$ cat src/rtl/rbc_map.svh
/*
 * Offsets, field positions, reset values and bus command codes of the
 * remote/local control block. Assumes a 32-bit APB register bus and an
 * upstream handshake that hands over each command byte (ATN true) as a strobe.
 */
`ifndef RBC_MAP_SVH
`define RBC_MAP_SVH

// ---------------------------------------------------------------
// Register byte offsets
// ---------------------------------------------------------------
`define RBC_OFF_CTRL     8'h00
`define RBC_OFF_STAT     8'h04
`define RBC_OFF_SPB      8'h08
`define RBC_OFF_SRE      8'h0C

// ---------------------------------------------------------------
// Control register fields and reset value
// ---------------------------------------------------------------
`define RBC_CTRL_ADR_LSB 0
`define RBC_CTRL_ADR_MSB 4
`define RBC_CTRL_ARM_LSB 8
`define RBC_CTRL_ARM_MSB 9
`define RBC_CTRL_RST     32'h0000_0018
`define RBC_ARM_IMM      2'h0
`define RBC_ARM_BUS      2'h1
`define RBC_ARM_MAN      2'h2

// ---------------------------------------------------------------
// Status register bit positions
// ---------------------------------------------------------------
`define RBC_ST_REM       0
`define RBC_ST_LLO       1
`define RBC_ST_TALK      2
`define RBC_ST_LISTENER_ACTIVE_INDICATOR      3
`define RBC_ST_SRQ       4
`define RBC_ST_SPM       5

// ---------------------------------------------------------------
// Poll byte and enable mask
// ---------------------------------------------------------------
`define RBC_SPB_RST      8'h00
`define RBC_SRE_RST      8'h00
`define RBC_RQS_BIT      6
`define RBC_RQS_MASK     8'hBF

// ---------------------------------------------------------------
// Bus command bytes
// ---------------------------------------------------------------
`define RBC_CMD_GTL      8'h01
`define RBC_CMD_SDC      8'h04
`define RBC_CMD_GET      8'h08
`define RBC_CMD_LLO      8'h11
`define RBC_CMD_DCL      8'h14
`define RBC_CMD_SPE      8'h18
`define RBC_CMD_SPD      8'h19
`define RBC_CMD_UNL      8'h3F
`define RBC_CMD_UNT      8'h5F
`define RBC_GRP_LSN      3'h1
`define RBC_GRP_TLK      3'h2

`endif

$ cat src/rtl/rbc_pkg.sv
/*
 * Types of the remote/local control block: one-hot state encodings.
 * Assumes the map header supplies all numeric constants.
 */
package rbc_pkg;

	// Remote/local state with lockout folded in
	typedef enum logic [3:0] {
		RBC_LOCS = 4'h1,	// Local
		RBC_REMS = 4'h2,	// Remote
		RBC_LWLS = 4'h4,	// Local, locked out
		RBC_RWLS = 4'h8		// Remote, locked out
	} rbc_rl_t;

	// Talker function state
	typedef enum logic [1:0] {
		RBC_TIDS = 2'h1,	// Talker idle
		RBC_TACS = 2'h2		// Talker active
	} rbc_tk_t;

	// Listener function state
	typedef enum logic [1:0] {
		RBC_LIDS = 2'h1,	// Listener idle
		RBC_LACS = 2'h2		// Listener active
	} rbc_ls_t;

endpackage

$ cat src/rtl/rbc_top.sv
/*
 * Instrument bus remote/local control: remote and lockout state, talker and
 * listener addressing, device clear, trigger arming, serial poll and service
 * request, with an APB register slave.
 * Assumes command bytes arrive as one-cycle strobes on sys_clk from the bus
 * handshake logic; REN, IFC and front-panel keys are asynchronous pins.
 */
// The implementer's own choices: the address map and the APB register port.
`timescale 1ns/1ps
`include "rbc_map.svh"
module rbc_top (
	input  wire logic            sys_clk,		// 125 MHz clock
	input  wire logic            rst_n,		// Async reset, active low
	input  wire logic            psel,		// APB select
	input  wire logic            penable,		// APB access phase
	input  wire logic            pwrite,		// APB write
	input  wire logic [7:0]      paddr,		// APB byte address
	input  wire logic [31:0]     pwdata,		// APB write data
	output logic      [31:0]     prdata,		// APB read data
	output logic                 pready,		// APB ready
	output logic                 pslverr,		// APB error, unmapped
	input  wire logic            ren_pin,		// Remote enable line
	input  wire logic            ifc_pin,		// Interface clear line
	input  wire logic            msg_stb,		// Command byte strobe
	input  wire logic [7:0]      msg_byte,		// Command byte
	input  wire logic            spoll_rd,		// Poll byte read strobe
	input  wire logic            local_key,		// Local key pin
	input  wire logic            manual_arm_key,	// Trigger key pin
	input  wire logic            out_key,		// Output on/off key pin
	output rbc_pkg::rbc_rl_t     rl_state,		// Remote/local state
	output logic                 remote_indicator,	// In remote
	output logic                 lockout,		// Lockout active
	output logic                 talk_indicator,	// Talker active
	output logic                 listener_active_indicator, // Listener active
	output logic                 spoll_mode,	// Serial poll mode
	output logic      [7:0]      poll_byte,		// Status byte to bus
	output logic                 srq_out,		// Service request
	output logic                 dev_clear,		// Clear pulse
	output logic                 arm_event,		// Arm pulse
	output logic                 abort_pulse,	// Abort and idle pulse
	output logic                 acq_enable,	// Acquisition allowed
	output logic                 panel_keys_enable,	// General keys usable
	output logic                 local_key_enable,	// Local key usable
	output logic                 manual_arm_key_press,	// Accepted trigger press
	output logic                 out_press		// Accepted output press
);
	import rbc_pkg::*;

	// ---------------------------------------------------------------
	// Pin synchronisers
	// ---------------------------------------------------------------
	logic [4:0] pins_q;	// Filtered pin levels
	logic       ren_lvl;	// REN filtered
	logic       ifc_lvl;	// IFC filtered
	logic       lk_lvl;	// Local key filtered
	logic       tk_lvl;	// Trigger key filtered
	logic       ok_lvl;	// Output key filtered
	logic [2:0] key_prev_q;	// Key levels last cycle

	rbc_sync #(.W(5)) u_sync (
		.sys_clk  (sys_clk),
		.rst_n    (rst_n),
		.async_in ({out_key, manual_arm_key, local_key, ifc_pin, ren_pin}),
		.clean_q  (pins_q)
	);
	assign {ok_lvl, tk_lvl, lk_lvl, ifc_lvl, ren_lvl} = pins_q;

	// ---------------------------------------------------------------
	// Register state
	// ---------------------------------------------------------------
	logic [31:0] ctrl_q;	// Address and arm source
	logic [7:0]  spb_q;	// Status conditions
	logic [7:0]  sre_q;	// Request enable mask
	logic [4:0]  my_addr;	// Primary address
	logic [1:0]  arm_src;	// Arm control source

	assign my_addr = ctrl_q[`RBC_CTRL_ADR_MSB:`RBC_CTRL_ADR_LSB];
	assign arm_src = ctrl_q[`RBC_CTRL_ARM_MSB:`RBC_CTRL_ARM_LSB];

	// ---------------------------------------------------------------
	// Command decode
	// ---------------------------------------------------------------
	logic mla_hit;	// My listen address
	logic mta_hit;	// My talk address
	logic ota_hit;	// Other talk address
	logic unl_hit;	// Unlisten
	logic unt_hit;	// Untalk
	logic gtl_hit;	// Go to local, addressed
	logic llo_hit;	// Local lockout
	logic dcl_hit;	// Device clear
	logic sdc_hit;	// Selective clear
	logic get_hit;	// Group trigger
	logic spe_hit;	// Poll enable
	logic spd_hit;	// Poll disable
	logic lacs;	// Listener active now
	logic tacs;	// Talker active now

	assign mla_hit = msg_stb && msg_byte == {`RBC_GRP_LSN, my_addr};
	assign mta_hit = msg_stb && msg_byte == {`RBC_GRP_TLK, my_addr};
	assign ota_hit = msg_stb && msg_byte[7:5] == `RBC_GRP_TLK && !mta_hit
	                 && msg_byte != `RBC_CMD_UNT;
	assign unl_hit = msg_stb && msg_byte == `RBC_CMD_UNL;
	assign unt_hit = msg_stb && msg_byte == `RBC_CMD_UNT;
	assign gtl_hit = msg_stb && msg_byte == `RBC_CMD_GTL && lacs;
	assign llo_hit = msg_stb && msg_byte == `RBC_CMD_LLO;
	assign dcl_hit = msg_stb && msg_byte == `RBC_CMD_DCL;
	assign sdc_hit = msg_stb && msg_byte == `RBC_CMD_SDC;
	assign get_hit = msg_stb && msg_byte == `RBC_CMD_GET;
	assign spe_hit = msg_stb && msg_byte == `RBC_CMD_SPE;
	assign spd_hit = msg_stb && msg_byte == `RBC_CMD_SPD;

	// ---------------------------------------------------------------
	// Talker and listener states
	// ---------------------------------------------------------------
	rbc_tk_t tk_q;	// Talker state
	rbc_tk_t tk_d;	// Talker next
	rbc_ls_t ls_q;	// Listener state
	rbc_ls_t ls_d;	// Listener next

	assign tacs = tk_q == RBC_TACS;
	assign lacs = ls_q == RBC_LACS;

	// Talker next state
	always_comb begin
		tk_d = tk_q;
		if (ifc_lvl) begin
			tk_d = RBC_TIDS;
		end else if (mta_hit) begin
			tk_d = RBC_TACS;
		end else if (unt_hit || mla_hit || ota_hit) begin
			tk_d = RBC_TIDS;
		end
	end

	// Listener next state
	always_comb begin
		ls_d = ls_q;
		if (ifc_lvl) begin
			ls_d = RBC_LIDS;
		end else if (mla_hit) begin
			ls_d = RBC_LACS;
		end else if (unl_hit || mta_hit) begin
			ls_d = RBC_LIDS;
		end
	end

	// ---------------------------------------------------------------
	// Remote/local state machine
	// ---------------------------------------------------------------
	rbc_rl_t rl_q;		// Current state
	rbc_rl_t rl_d;		// Next state
	logic    lk_press;	// Local key rising edge
	logic    rem_d;		// Remote next
	logic    llo_d;		// Lockout next

	assign lk_press = lk_lvl && !key_prev_q[0];

	// Next remote/local state; REN loss has priority in REMS, GTL wins in RWLS
	always_comb begin
		case (rl_q)
			RBC_LOCS: begin
				// Listen address with REN enters remote
				if (ren_lvl && mla_hit) begin
					rl_d = RBC_REMS;
				end else if (ren_lvl && llo_hit) begin
					rl_d = RBC_LWLS;
				end else begin
					rl_d = RBC_LOCS;
				end
			end
			RBC_REMS: begin
				if (!ren_lvl || gtl_hit) begin
					rl_d = RBC_LOCS;
				end else if (llo_hit) begin
					rl_d = RBC_RWLS;
				end else if (lk_press) begin
					rl_d = RBC_LOCS;
				end else begin
					rl_d = RBC_REMS;
				end
			end
			RBC_LWLS: begin
				if (gtl_hit) begin
					rl_d = RBC_LOCS;
				end else if (ren_lvl && mla_hit) begin
					rl_d = RBC_RWLS;
				end else begin
					rl_d = RBC_LWLS;
				end
			end
			RBC_RWLS: begin
				if (gtl_hit) begin
					rl_d = RBC_LOCS;
				end else if (!ren_lvl) begin
					rl_d = RBC_LWLS;
				end else begin
					rl_d = RBC_RWLS;
				end
			end
			default: begin
				rl_d = RBC_LOCS;
			end
		endcase
	end

	assign rem_d = rl_d == RBC_REMS || rl_d == RBC_RWLS;
	assign llo_d = rl_d == RBC_LWLS || rl_d == RBC_RWLS;

	// ---------------------------------------------------------------
	// Serial poll and service request
	// ---------------------------------------------------------------
	logic       spm_q;		// Poll mode latched
	logic [7:0] cond;		// Enabled request causes
	logic [7:0] cond_prev_q;	// Causes last cycle
	logic       cond_new;	// A cause has risen
	logic       poll_taken;	// Poll byte read
	logic       srq_d;		// Request next

	assign cond       = spb_q & sre_q & `RBC_RQS_MASK;
	assign cond_new   = |(cond & ~cond_prev_q);
	assign poll_taken = spoll_rd && spm_q && tacs;
	// New cause wins over read; hold until read or causes gone
	assign srq_d      = cond_new || (srq_out && !poll_taken && |cond);

	// ---------------------------------------------------------------
	// APB slave
	// ---------------------------------------------------------------
	logic        setup;		// Setup phase
	logic        wr_do;		// Write takes effect
	logic        mapped;	// Known offset
	logic [31:0] rd_mux;	// Read data selection
	logic [31:0] stat_word;	// Status image

	assign setup  = psel && !penable;
	assign wr_do  = psel && penable && pready && pwrite && !pslverr;
	assign mapped = paddr == `RBC_OFF_CTRL || paddr == `RBC_OFF_STAT
	                || paddr == `RBC_OFF_SPB || paddr == `RBC_OFF_SRE;
	assign stat_word = {26'h0, spoll_mode, srq_out, listener_active_indicator,
	                    talk_indicator, lockout, remote_indicator};
	assign rd_mux = (paddr == `RBC_OFF_CTRL) ? ctrl_q :
	                (paddr == `RBC_OFF_STAT) ? stat_word :
	                (paddr == `RBC_OFF_SPB)  ? {24'h0, spb_q} :
	                (paddr == `RBC_OFF_SRE)  ? {24'h0, sre_q} : 32'h0000_0000;

	// Bus answer: ready in first access cycle
	always_ff @(posedge sys_clk or negedge rst_n) begin
		if (!rst_n) begin
			pready  <= 1'b0;
			pslverr <= 1'b0;
			prdata  <= 32'h0000_0000;
		end else begin
			pready  <= setup;
			pslverr <= setup && !mapped;
			prdata  <= (setup && !pwrite) ? rd_mux : 32'h0000_0000;
		end
	end

	// Register writes; status word is read only
	// Nothing on the bus side touches these but software
	always_ff @(posedge sys_clk or negedge rst_n) begin
		if (!rst_n) begin
			ctrl_q <= `RBC_CTRL_RST;
			spb_q  <= `RBC_SPB_RST;
			sre_q  <= `RBC_SRE_RST;
		end else if (wr_do) begin
			if (paddr == `RBC_OFF_CTRL) ctrl_q <= pwdata;
			if (paddr == `RBC_OFF_SPB)  spb_q  <= pwdata[7:0];
			if (paddr == `RBC_OFF_SRE)  sre_q  <= pwdata[7:0];
		end
	end

	// ---------------------------------------------------------------
	// State registers
	// ---------------------------------------------------------------
	// Reset gives local, unlocked, idle
	always_ff @(posedge sys_clk or negedge rst_n) begin
		if (!rst_n) begin
			rl_q <= RBC_LOCS;
			tk_q <= RBC_TIDS;
			ls_q <= RBC_LIDS;
		end else begin
			rl_q <= rl_d;
			tk_q <= tk_d;
			ls_q <= ls_d;
		end
	end

	// Indicators and key enables, all registered
	always_ff @(posedge sys_clk or negedge rst_n) begin
		if (!rst_n) begin
			rl_state                  <= RBC_LOCS;
			remote_indicator          <= 1'b0;
			lockout                   <= 1'b0;
			talk_indicator            <= 1'b0;
			listener_active_indicator <= 1'b0;
			acq_enable                <= 1'b0;
			panel_keys_enable         <= 1'b1;
			local_key_enable          <= 1'b1;
			abort_pulse               <= 1'b0;
		end else begin
			rl_state                  <= rl_d;
			remote_indicator          <= rem_d;
			lockout                   <= llo_d;
			talk_indicator            <= tk_d == RBC_TACS;
			listener_active_indicator <= ls_d == RBC_LACS;
			acq_enable                <= rem_d;
			panel_keys_enable         <= !rem_d && !llo_d;
			local_key_enable          <= !llo_d;
			abort_pulse               <= rem_d != remote_indicator;
		end
	end

	// Clear, arm, poll and key pulses
	always_ff @(posedge sys_clk or negedge rst_n) begin
		if (!rst_n) begin
			dev_clear   <= 1'b0;
			arm_event   <= 1'b0;
			spm_q       <= 1'b0;
			spoll_mode  <= 1'b0;
			srq_out     <= 1'b0;
			poll_byte   <= 8'h00;
			cond_prev_q <= 8'h00;
			key_prev_q  <= 3'h0;
			manual_arm_key_press  <= 1'b0;
			out_press   <= 1'b0;
		end else begin
			// DCL always, SDC only when addressed
			dev_clear   <= dcl_hit || (sdc_hit && lacs);
			// GET arms only with bus source
			arm_event   <= get_hit && arm_src == `RBC_ARM_BUS;
			spm_q       <= ifc_lvl ? 1'b0 : (spe_hit || (spm_q && !spd_hit));
			spoll_mode  <= ifc_lvl ? 1'b0 : (spe_hit || (spm_q && !spd_hit));
			srq_out     <= srq_d;
			poll_byte   <= (spb_q & `RBC_RQS_MASK) | ({7'h00, srq_d} << `RBC_RQS_BIT);
			cond_prev_q <= cond;
			key_prev_q  <= {ok_lvl, tk_lvl, lk_lvl};
			// Manual trigger key live in any remote/local state, only with manual arm source
			manual_arm_key_press  <= tk_lvl && !key_prev_q[1] && arm_src == `RBC_ARM_MAN;
			out_press   <= ok_lvl && !key_prev_q[2];
		end
	end

	// ---------------------------------------------------------------
	// Checks
	// ---------------------------------------------------------------
	a_rem_entry_cause: assert property (@(posedge sys_clk) disable iff (!rst_n)
		$rose(remote_indicator) |-> $past(mla_hit && ren_lvl))
		else $error("remote entered without listen address and REN");
	a_ifc_idles_both: assert property (@(posedge sys_clk) disable iff (!rst_n)
		ifc_lvl |=> !talk_indicator && !listener_active_indicator)
		else $error("IFC did not idle talker and listener");
	a_llo_exit_gtl: assert property (@(posedge sys_clk) disable iff (!rst_n)
		$fell(lockout) |-> $past(gtl_hit))
		else $error("lockout left without GTL");
	a_gtl_to_local: assert property (@(posedge sys_clk) disable iff (!rst_n)
		gtl_hit |=> !remote_indicator && !lockout)
		else $error("GTL did not return to local");
	a_dcl_always: assert property (@(posedge sys_clk) disable iff (!rst_n)
		dcl_hit |=> dev_clear)
		else $error("DCL did not clear");
	a_sdc_addressed: assert property (@(posedge sys_clk) disable iff (!rst_n)
		dev_clear |-> $past(dcl_hit || (sdc_hit && lacs)))
		else $error("clear without DCL or addressed SDC");
	a_get_arm_src: assert property (@(posedge sys_clk) disable iff (!rst_n)
		arm_event |-> $past(get_hit && arm_src == `RBC_ARM_BUS))
		else $error("arm event without bus-sourced GET");
	a_keys_locked: assert property (@(posedge sys_clk) disable iff (!rst_n)
		remote_indicator |-> !panel_keys_enable && (local_key_enable != lockout))
		else $error("keys not locked in remote");
	a_srq_hold_cause: assert property (@(posedge sys_clk) disable iff (!rst_n)
		$fell(srq_out) |-> $past(poll_taken || cond == 8'h00))
		else $error("service request dropped without cause");
	a_abort_on_change: assert property (@(posedge sys_clk) disable iff (!rst_n)
		$changed(remote_indicator) |-> abort_pulse ##1 !abort_pulse)
		else $error("no single abort pulse on remote change");
	a_acq_remote: assert property (@(posedge sys_clk) disable iff (!rst_n)
		acq_enable == remote_indicator)
		else $error("acquisition enable differs from remote");

endmodule

$ cat src/rtl/rbc_sync.sv
/*
 * Three-stage input synchroniser with agreement filter.
 * Assumes inputs are asynchronous to sys_clk; output changes once stages
 * two and three agree.
 */
`timescale 1ns/1ps
module rbc_sync #(
	parameter int W = 1
) (
	input  wire logic         sys_clk,	// System clock
	input  wire logic         rst_n,	// Async reset, active low
	input  wire logic [W-1:0] async_in,	// Raw pin levels
	output logic      [W-1:0] clean_q	// Filtered levels
);

	logic [W-1:0] s1_q;	// First stage, read by s2 only
	logic [W-1:0] s2_q;	// Second stage
	logic [W-1:0] s3_q;	// Third stage
	logic [W-1:0] agree;	// Stages two and three equal

	assign agree = ~(s2_q ^ s3_q);

	// ---------------------------------------------------------------
	// Shift chain and filtered output
	// ---------------------------------------------------------------
	always_ff @(posedge sys_clk or negedge rst_n) begin
		if (!rst_n) begin
			s1_q    <= '0;
			s2_q    <= '0;
			s3_q    <= '0;
			clean_q <= '0;
		end else begin
			s1_q    <= async_in;
			s2_q    <= s1_q;
			s3_q    <= s2_q;
			clean_q <= (agree & s3_q) | (~agree & clean_q);
		end
	end

endmodule

$ cat config.mk
export PLATFORM = sky130hd
export DESIGN_NAME = rbc_top
export DESIGN_NICKNAME = d
export VERILOG_FILES = /design/src/rtl/rbc_pkg.sv /design/src/rtl/rbc_top.sv /design/src/rtl/rbc_sync.sv
export VERILOG_INCLUDE_DIRS = /design/src /design/src/rtl
export SDC_FILE = /design/constraint.sdc
export NUM_CORES = 1
export LEC_CHECK = 0
export BUFFER_PORTS_ARGS = -buffer_cell sky130_fd_sc_hd__clkbuf_2
export CAP_MARGIN = 20
export CORE_MARGIN = 5
export CORE_UTILIZATION = 58
export DETAILED_ROUTE_END_ITERATION = 12
export PLACE_DENSITY_LB_ADDON = 0.3
export REMOVE_ABC_BUFFERS = 1
export SLEW_MARGIN = 20
export SYNTH_ARGS = -nofsm -noshare
export SYNTH_HDL_FRONTEND = slang
export SYNTH_HIERARCHICAL = 1
export SYNTH_SLANG_ARGS = --single-unit
$ cat constraint.sdc
create_clock -name sys_clk -period 5 [get_ports sys_clk]
set_input_delay 0.25 -clock sys_clk [delete_from_list [all_inputs] [get_ports sys_clk]]
set_output_delay 0.25 -clock sys_clk [all_outputs]
set_load 0.005 [all_outputs]
### Yosys cells after proc, flatten, opt, wreduce, memory -nomap -nowiden

Cells that the tools add are included.

* mux-type cells: 22
* bitwise logic cells: 10
* reduce and logical (&&, ||, !) cells: 67
* eq/ne operators: 30

Operators by type and width (count)
* 2-to-1 mux 32 bit: 2
* logical AND 1 bit: 36
* equality test 8 x 5 -> 1 bit, second input constant: 4
* equality test 8 x 4 -> 1 bit, second input constant: 3
* 2-to-1 mux 4 bit: 6
* 2-to-1 mux 8 bit: 3
* bitwise AND 8 bit: 2
* equality test 8 x 3 -> 1 bit, second input constant: 2
* case mux 4 bit (4 select lines): 1
* 2-to-1 mux 2 bit: 7
* zero test 1 bit: 13
* logical OR 1 bit: 12
* bitwise AND 5 bit: 2
* equality test 2 bit, second input constant: 5
* inverter 5 bit: 2
* equality test 4 x 2 -> 1 bit, second input constant: 2
* equality test 4 x 3 -> 1 bit, second input constant: 2
* equality test 4 bit, second input constant: 2
* equality test 8 x 1 -> 1 bit, second input constant: 1
* equality test 8 x 6 -> 1 bit: 1
* equality test 8 x 6 -> 1 bit, second input constant: 1
* equality test 8 x 7 -> 1 bit: 1
* equality test 8 x 7 -> 1 bit, second input constant: 1
* zero test 8 bit: 1
* other kinds (14): 17

* bits in registers: 141
* word-level logic and storage cells: 158
* output and inout bits: 60

### Logic depth before layout (Yosys ltp)

Gate-level depths: netlist of run 1.

* depth in word-level cells: 10
* depth in mapped cells: 5
* gate-level depth less buffers: 5

### Cells and area by module

The synthesis of run 1 kept the hierarchy.

Modules (own cells, without submodules)
* rbc_top: cells an instance 351, area an instance 4758.3 sq um, times used 1
* rbc_sync: cells an instance 25, area an instance 556.8 sq um, times used 1

### Worst setup path before layout of run 1

Ideal clock, no wire load.

* path type: flip-flop to flip-flop
* start: reg rl_state[3] (netlist name)
* end: reg abort_pulse
* setup time: 0.079 ns
* buffers on the path: 0
* period minus slack after synthesis: 1.975 ns
* data arrival time: 1.896 ns
* path slack: 3.025 ns
* cell stages (with the launch flop): 6
* cells stage by stage: dfrtp_1 -> nor4b_1 -> or4b_1 -> a211oi_2 -> a311o_2 -> xor2_1

RTL lines
* end signal, assigned: line rbc_top.sv:309 `abort_pulse <= rem_d != remote_indicator;`
* end, declared: line rbc_top.sv:40 `output logic abort_pulse,`

==> parameters.txt, run 1 <==
Parameter                              Value

Clock tree
  Number of gates resized after cts    0
  Number of buffers inserted by hold repair at cts    36
  Number of buffers between clock root and the deepest sink    2
  Clk_lat worst skew    0.52 ns
  Post-CTS setup-driven buffer insertion count    0
  TritonCTS clock tree    built
  Clock input transition at the sequential cells of the worst setup and hold paths    0.06 ns
  Number of sinks on the clock net    140
  Library cell used as clock root buffer    clkbuf_8
  Count of H-tree levels built during CTS    4
  CTS buffer count    17

Power
  Gate power share    0.050
  Static leakage power    0.00365 uW
  Share of power burned in the clock network    0.480
  Power per standard cell area    359 mW/mm2
  Switching pwr    582 uW
  Power share of the sequential group    0.470
  Max rail drop VDD    0.251 mV
  Design internal power    1910 uW
  Switching power share of the total    0.233

Drt
  Total via count after detailed routing    3680
  Via density per instance    5.53
  Drt total wl    11800 um
  DR DRC count    0
  Router iterations before antenna repair    4
  Count of nets left with antenna violations after detail routing    0
  Avg WL per Cell    17.7 um
  Starting DRT DRC Count    150

Synthesis
  Seq/Total Area, Yosys    0.661
  Yosys synthesis warning count    6
  Post-synth top area cell    dfrtp_1
  Post-synth EDFFs    0
  Mapped Cells    376
  Area share of the leading cell type in the synthesized netlist    0.626
  Avg Synthesized Cell Area    14.1 um2
  Number of storage elements in the synthesis netlist    140
  Fraction of synthesis flops using an asynchronous set or reset pin    1.00
  Number of distinct library cell variants in the gate-level netlist after synthesis    57
  Top_reg_cell synth    dfrtp_1
  Synthesized area    0.00532 mm2
  Largest cells by area after synthesis    dfrtp_1 (63%), mux2_1 (6.4%), mux2_2 (4.2%)

Finish
  Share of post-route cells with drive strength above 1    0.351
  Most frequent standard cell in the layout excluding fill and tap cells    dfrtp_1
  Fill cell total of the finished layout    568
  Area taken by multi-input logic gates    0.00171 mm2
  Layout Cell Area excl Fill    0.00695 mm2
  Core occupancy in the finished layout    0.767
  Commonest non-fill, non-tap cells in the layout    dfrtp_1 (133), clkbuf_2 (118), dlygate4sd3_1 (36)
  Reg area    0.00351 mm2
  Final cell count without fillers    666
  Area overhead of the layout relative to synthesis    30.8%
  Ant diodes    0
  Final nets    602

Critical path
  Startpoint kind of the worst setup timing path    flip-flop
  CP Capture Type    flip-flop
  Worst path required time    5.44 ns
  Critical Path AT    2.67 ns
  Max stage delay on crit path    0.59 ns
  Class of the most critical setup path    flip-flop to flip-flop
  Highest net fanout along the worst path    7
  Standard cell with the maximum stage delay on the critical path    nor4b_1
  List of cells traversed by the critical path    nor4b_1 > or4b_1 > a211oi_2 > a311o_2 > xor2_1
  Number of cell instances on the worst register-to-register path    5

STA
  Maximum operating frequency    447 MHz
  Setup repair after global routing missed its margin    false
  Post-layout min period    2.23 ns
  Tcrit/Tclk final    0.447
  Worst Max-Slew Pin Slew    0.712 ns
  Hold violation total from the final report    0
  Final number of setup-violating endpoints    0
  Setup_tns    0 ns
  Headroom to the max-slew limit    0.525
  Pins over their slew limit    0
  Fin Clk Skew    0.0101 ns

Placement
  # port buffers    119
  Hpwl dp    7740 um
  Number of placed cells counting well taps    598
  RD Place Congestion    0.833
  DP Area    0.00602 mm2

Floorplan
  Placeable core region    0.00906 mm2
  Cell Rows    35
  Chip Width    106 um
  Number of top-level pins    120
  Full die area    0.0112 mm2
  Starting density of the core    0.586
  Chip height    106 um

Hold path
  Worst hold path stage count    2
  Worst min-delay path class    input port to flip-flop

GRT
  Total global routing track utilization    0.230
  Total overflow reported by the global router    0
  Maximum number of pins on one net before global-route repair    84
  Antenna violations before repair    0
  Number of global-route vias before repair    3951
  First-pass GRT wire length    20100 um

Status
  Result of the run    complete, no violations

Flow run
  Max cap viols    0
[stage by stage]
stage	setup slack [ns]	hold slack, ns	power [uW]
finish	2.77	0.0213	2500
global route	2.66	0.00587	2590
CTS	2.74	0.00279	2510
detailed placement	2.46	0.335	1300
global placement	2.57	0.323	1290
floorplan	2.33	-0.0456	1220
[power groups by stage]
stage | Sequential [uW] | Clock, uW | Combinational [uW]
after floorplan | 1190 | 0 | 30.8
after global placement | 1190 | 0 | 99.0
after detailed placement | 1190 | 0 | 102
after CTS | 1170 | 1210 | 125
after global routing | 1180 | 1270 | 140
final | 1170 | 1200 | 124
[area by class of cell]
cell class	instances	share of cell area
Timing Repair Buffer	157	0.141
Multi-Input combinational cell	215	0.246
Clock buffer	19	0.0635
Sequential cell	140	0.505
Tap cell	111	0.0200
Clock inverter	13	0.0185
Inverter	11	0.00594
[per-layer routing]
layer / part of all wire / GRT usage
met5: 0 / 0
met2: 0.51 / 0.372
met4: 0.015 / 0.0703
met3: 0.057 / 0.0729
met1: 0.42 / 0.301
[worst paths after layout]
check	startpoint	end	slack, ns
worst max-delay path	rl_state[3]	abort_pulse	2.77
worst min-delay path	pwdata[0]	sre_q[0]	0.02
worst max register to register	rl_state[3]	abort_pulse	2.77
worst min register to register	u_sync/s1_q[0]	u_sync/s2_q[0]	0.35
max in group asynchronous	rst_n	poll_byte[4]	3.49
min in group asynchronous	rst_n	dev_clear	0.33
[synth_stat cells (2+ instances only)]
cell type	count
dfrtp_1	133
mux2_1	30
and2_1	24
mux2_2	20
nor2_1	15
mux2i_1	13
nand2_1	13
inv_1	11
nand3_1	8
dfstp_2	7
a221oi_1	6
nand2b_1	6
nor3_1	6
xor2_1	6
a21oi_1	5
clkbuf_1	5
maj3_2	5
nand4_1	4
o21ai_0	4
o22ai_1	4
and3_1	3
buf_2	3
nor4_1	3
a21o_1	2
a22oi_1	2
and4bb_2	2
buf_4	2
nand3b_1	2
nand4b_1	2
nor2b_1	2
or4b_1	2
[critical path, delay by kind of cell (launching register included)]
family / cells / cell delay (ns)
flops: 1 / 0.46
simple gates: 2 / 1.11
compound gates: 2 / 0.46
xor+xnor: 1 / 0.13
[state kept, by name, indices dropped and copies added, names as in the netlist, 2 cells and up, named ones only]
register,cells
cond_prev_q,7
ctrl_q,32
key_prev_q,3
ls_q,2
poll_byte,8
prdata,32
rl_state,4
spb_q,8
sre_q,8
tk_q,2
u_sync/s1_q,5
u_sync/s2_q,5
u_sync/s3_q,5
[cells by family after synthesis]
kind of cell	Yosys count	share of synthesized area
AO/OA/AOI/OAI	34	0.0476
XOR/XNOR	7	0.0115
flip-flops	140	0.661
buffers and inverters	21	0.0169
multiplexers	63	0.130
AND/OR/NAND/NOR	106	0.122
adder cells (fa/ha/maj)	5	0.0106
No activity file was read; power rests on OpenSTA's default activity.
==> run 2: changes to the inputs <==
CORE_UTILIZATION = 48   (was 58)
clock period = 1.9 ns   (was 5 ns; I/O delays follow)
==> run 2 against run 1 <==
Sequential share of layout area fell by 3.3 points. Clock-buffer cell count is 1 higher. Combinational power grew to 3.1 times the previous value. Clock skew shrank 0.0036 ns. Setup slack got worse by 2.8 ns. Non-clock buffer count grew 36. Sequential power grew to 2.6 times the previous value. Utilization decreased by 8.1 points. Power increased to 2.8 times the previous value.
==> parameters.txt, run 2 (synthesis results as in run 1) <==
Parameter                              Value

Status
  Result of the run    complete, no violations

Placement
  RD Place Congestion    0.887
  Hpwl dp    8160 um
  Number of placed cells counting well taps    650
  # port buffers    119

STA
  Smallest hold slack    0.0809 ns
  Tcrit/Tclk final    0.994
  Pins over their slew limit    0
  Post-layout min period    1.89 ns
  Setup_tns    0 ns
  Hold violation total from the final report    0
  Maximum operating frequency    529 MHz
  Fin Clk Skew    0.00644 ns
  Headroom to the max-slew limit    0.689
  Final number of setup-violating endpoints    0
  Worst Max-Slew Pin Slew    0.466 ns
  Setup repair after global routing missed its margin    true

Critical path
  CP Capture Type    flip-flop
  Standard cell with the maximum stage delay on the critical path    dlygate4sd3_1
  Combined buffer and inverter count along the critical path    2
  Highest net fanout along the worst path    5
  Class of the most critical setup path    input port to flip-flop
  Largest delay contributor family on the critical path    simple AND/OR/NAND/NOR gates
  Worst setup slack for register-to-register paths    0.04 ns
  Startpoint kind of the worst setup timing path    input port
  Critical Path AT    2.29 ns
  Max stage delay on crit path    0.54 ns
  List of cells traversed by the critical path    dlygate4sd3_1 > clkbuf_2 > or3b_1 > or2_1 > o2111a_1 > a311o_2 > xor2_1
  Worst path required time    2.30 ns

GRT
  Maximum number of pins on one net before global-route repair    51
  Total overflow reported by the global router    0
  Number of global-route vias before repair    4084
  Antenna violations before repair    0
  Total global routing track utilization    0.206
  First-pass GRT wire length    20700 um

Drt
  Via density per instance    5.15
  Count of nets left with antenna violations after detail routing    0
  Starting DRT DRC Count    280
  DR DRC count    0
  Total via count after detailed routing    3767
  Avg WL per Cell    17.1 um
  Router iterations before antenna repair    4
  Drt total wl    12500 um

Power
  Max rail drop VDD    0.747 mV
  Power per standard cell area    953 mW/mm2
  Power Total    7090 uW
  Design internal power    5670 uW
  Static leakage power    0.00388 uW
  Switching pwr    1420 uW
  Share of power burned in the clock network    0.510
  Gate power share    0.054
  Switching power share of the total    0.200
  Power share of the sequential group    0.435

Floorplan
  Chip Width    115 um
  Number of top-level pins    120
  Starting density of the core    0.490
  Full die area    0.0133 mm2
  Cell Rows    38
  Chip height    115 um
  Placeable core region    0.0108 mm2

Clock tree
  Number of sinks on the clock net    140
  Library cell used as clock root buffer    clkbuf_8
  TritonCTS clock tree    built
  Clk_lat worst skew    0.52 ns
  Clock input transition at the sequential cells of the worst setup and hold paths    0.06 ns
  Number of buffers between clock root and the deepest sink    2
  CTS buffer count    17
  Count of H-tree levels built during CTS    4

Finish
  Final nets    638
  Largest registers ranked by flip-flop count    ctrl_q x32, prdata x32
  Area overhead of the layout relative to synthesis    39.9%
  Share of post-route cells with drive strength above 1    0.374
  Most frequent standard cell in the layout excluding fill and tap cells    dfrtp_1
  Core occupancy in the finished layout    0.686
  Final cell count without fillers    731
  Fill cell total of the finished layout    786
  Ant diodes    0
  Commonest non-fill, non-tap cells in the layout    dfrtp_1 (133), clkbuf_2 (118), dlygate4sd3_1 (47)

Flow run
  Max cap viols    0

Hold path
  Worst min-delay path class    input port to flip-flop
## run 2: cell types whose count changed in the layout (fill, tap and decap cells not counted), sizes merged
cell and delta:
buf +25, dlygate4sd3 +11, inv -6, clkinv +1
bufinv +5, clkbuf +1, clkinvlp -1
## run 2: path summary, 6_finish.rpt
| check | cells past startpoint | from | endpoint |
|---|---|---|---|
| setup / recovery | 7 | msg_byte[1] | abort_pulse |
| hold / removal | 3 | paddr[3] | prdata[3] |
| setup reg to reg | 5 | rl_state[1] | abort_pulse |
| hold reg to reg | 0 | u_sync/s1_q[2] | u_sync/s2_q[2] |
| max in group asynchronous | 3 | rst_n | rl_state[0] |
| min in group asynchronous | 2 | rst_n | out_press |
## run 2: timing repair
item                                   4_1_cts  5_1_grt
pin swaps                                    0        2
gates resized for setup                      1        2
setup buffers                                0        3
hold buffers                                48        0
setup endpoints to repair                    1        6
endpoints found under the hold margin      194        0
## run 2: worst register-to-register path: stages (launching register included)
cell and delay, ns:
dfrtp_1 0.38, buf_4 0.16, or4b_2 0.69, a211oi_2 0.27, a311o_2 0.16, xor2_1 0.14
## run 2: power groups by stage
stage	logic (uW)	registers [uW]	clock network (uW)
2_1_floorplan	81.1	3130	0
3_5_place_dp	311	3140	0
6_report	386	3080	3620
5_1_grt	429	3090	3830
4_1_cts	388	3080	3680
3_3_place_gp	303	3130	0
## run 2: final cells by class
class                           instances  area, um2  share of cell area
Clock inverter                         12        218              0.0293
Tap cell                              140        175              0.0236
Multi-Input combinational cell        215       1730               0.232
Inverter                               11       41.3             0.00555
Clock buffer                           20        435              0.0586
Timing Repair Buffer                  193       1330               0.178
Sequential cell                       140       3510               0.472
## run 2: through the flow
step                      cell area [um2]  worst slack, ns
after floorplan                      5270           -0.619
after global placement               6280          0.00211
after detailed placement             6280          -0.0217
after CTS                            7420           0.0148
after global routing                 7430          -0.0905
final                                7430           0.0109
## run 2: routing by layer
metal  up-vias  GRT usage  wire length [um]
met3        35     0.0453               527
met5         -          0                 0
li1       1741          -                 -
met4         0     0.0947               342
met1      1890      0.248              4910
met2       101      0.353              6700
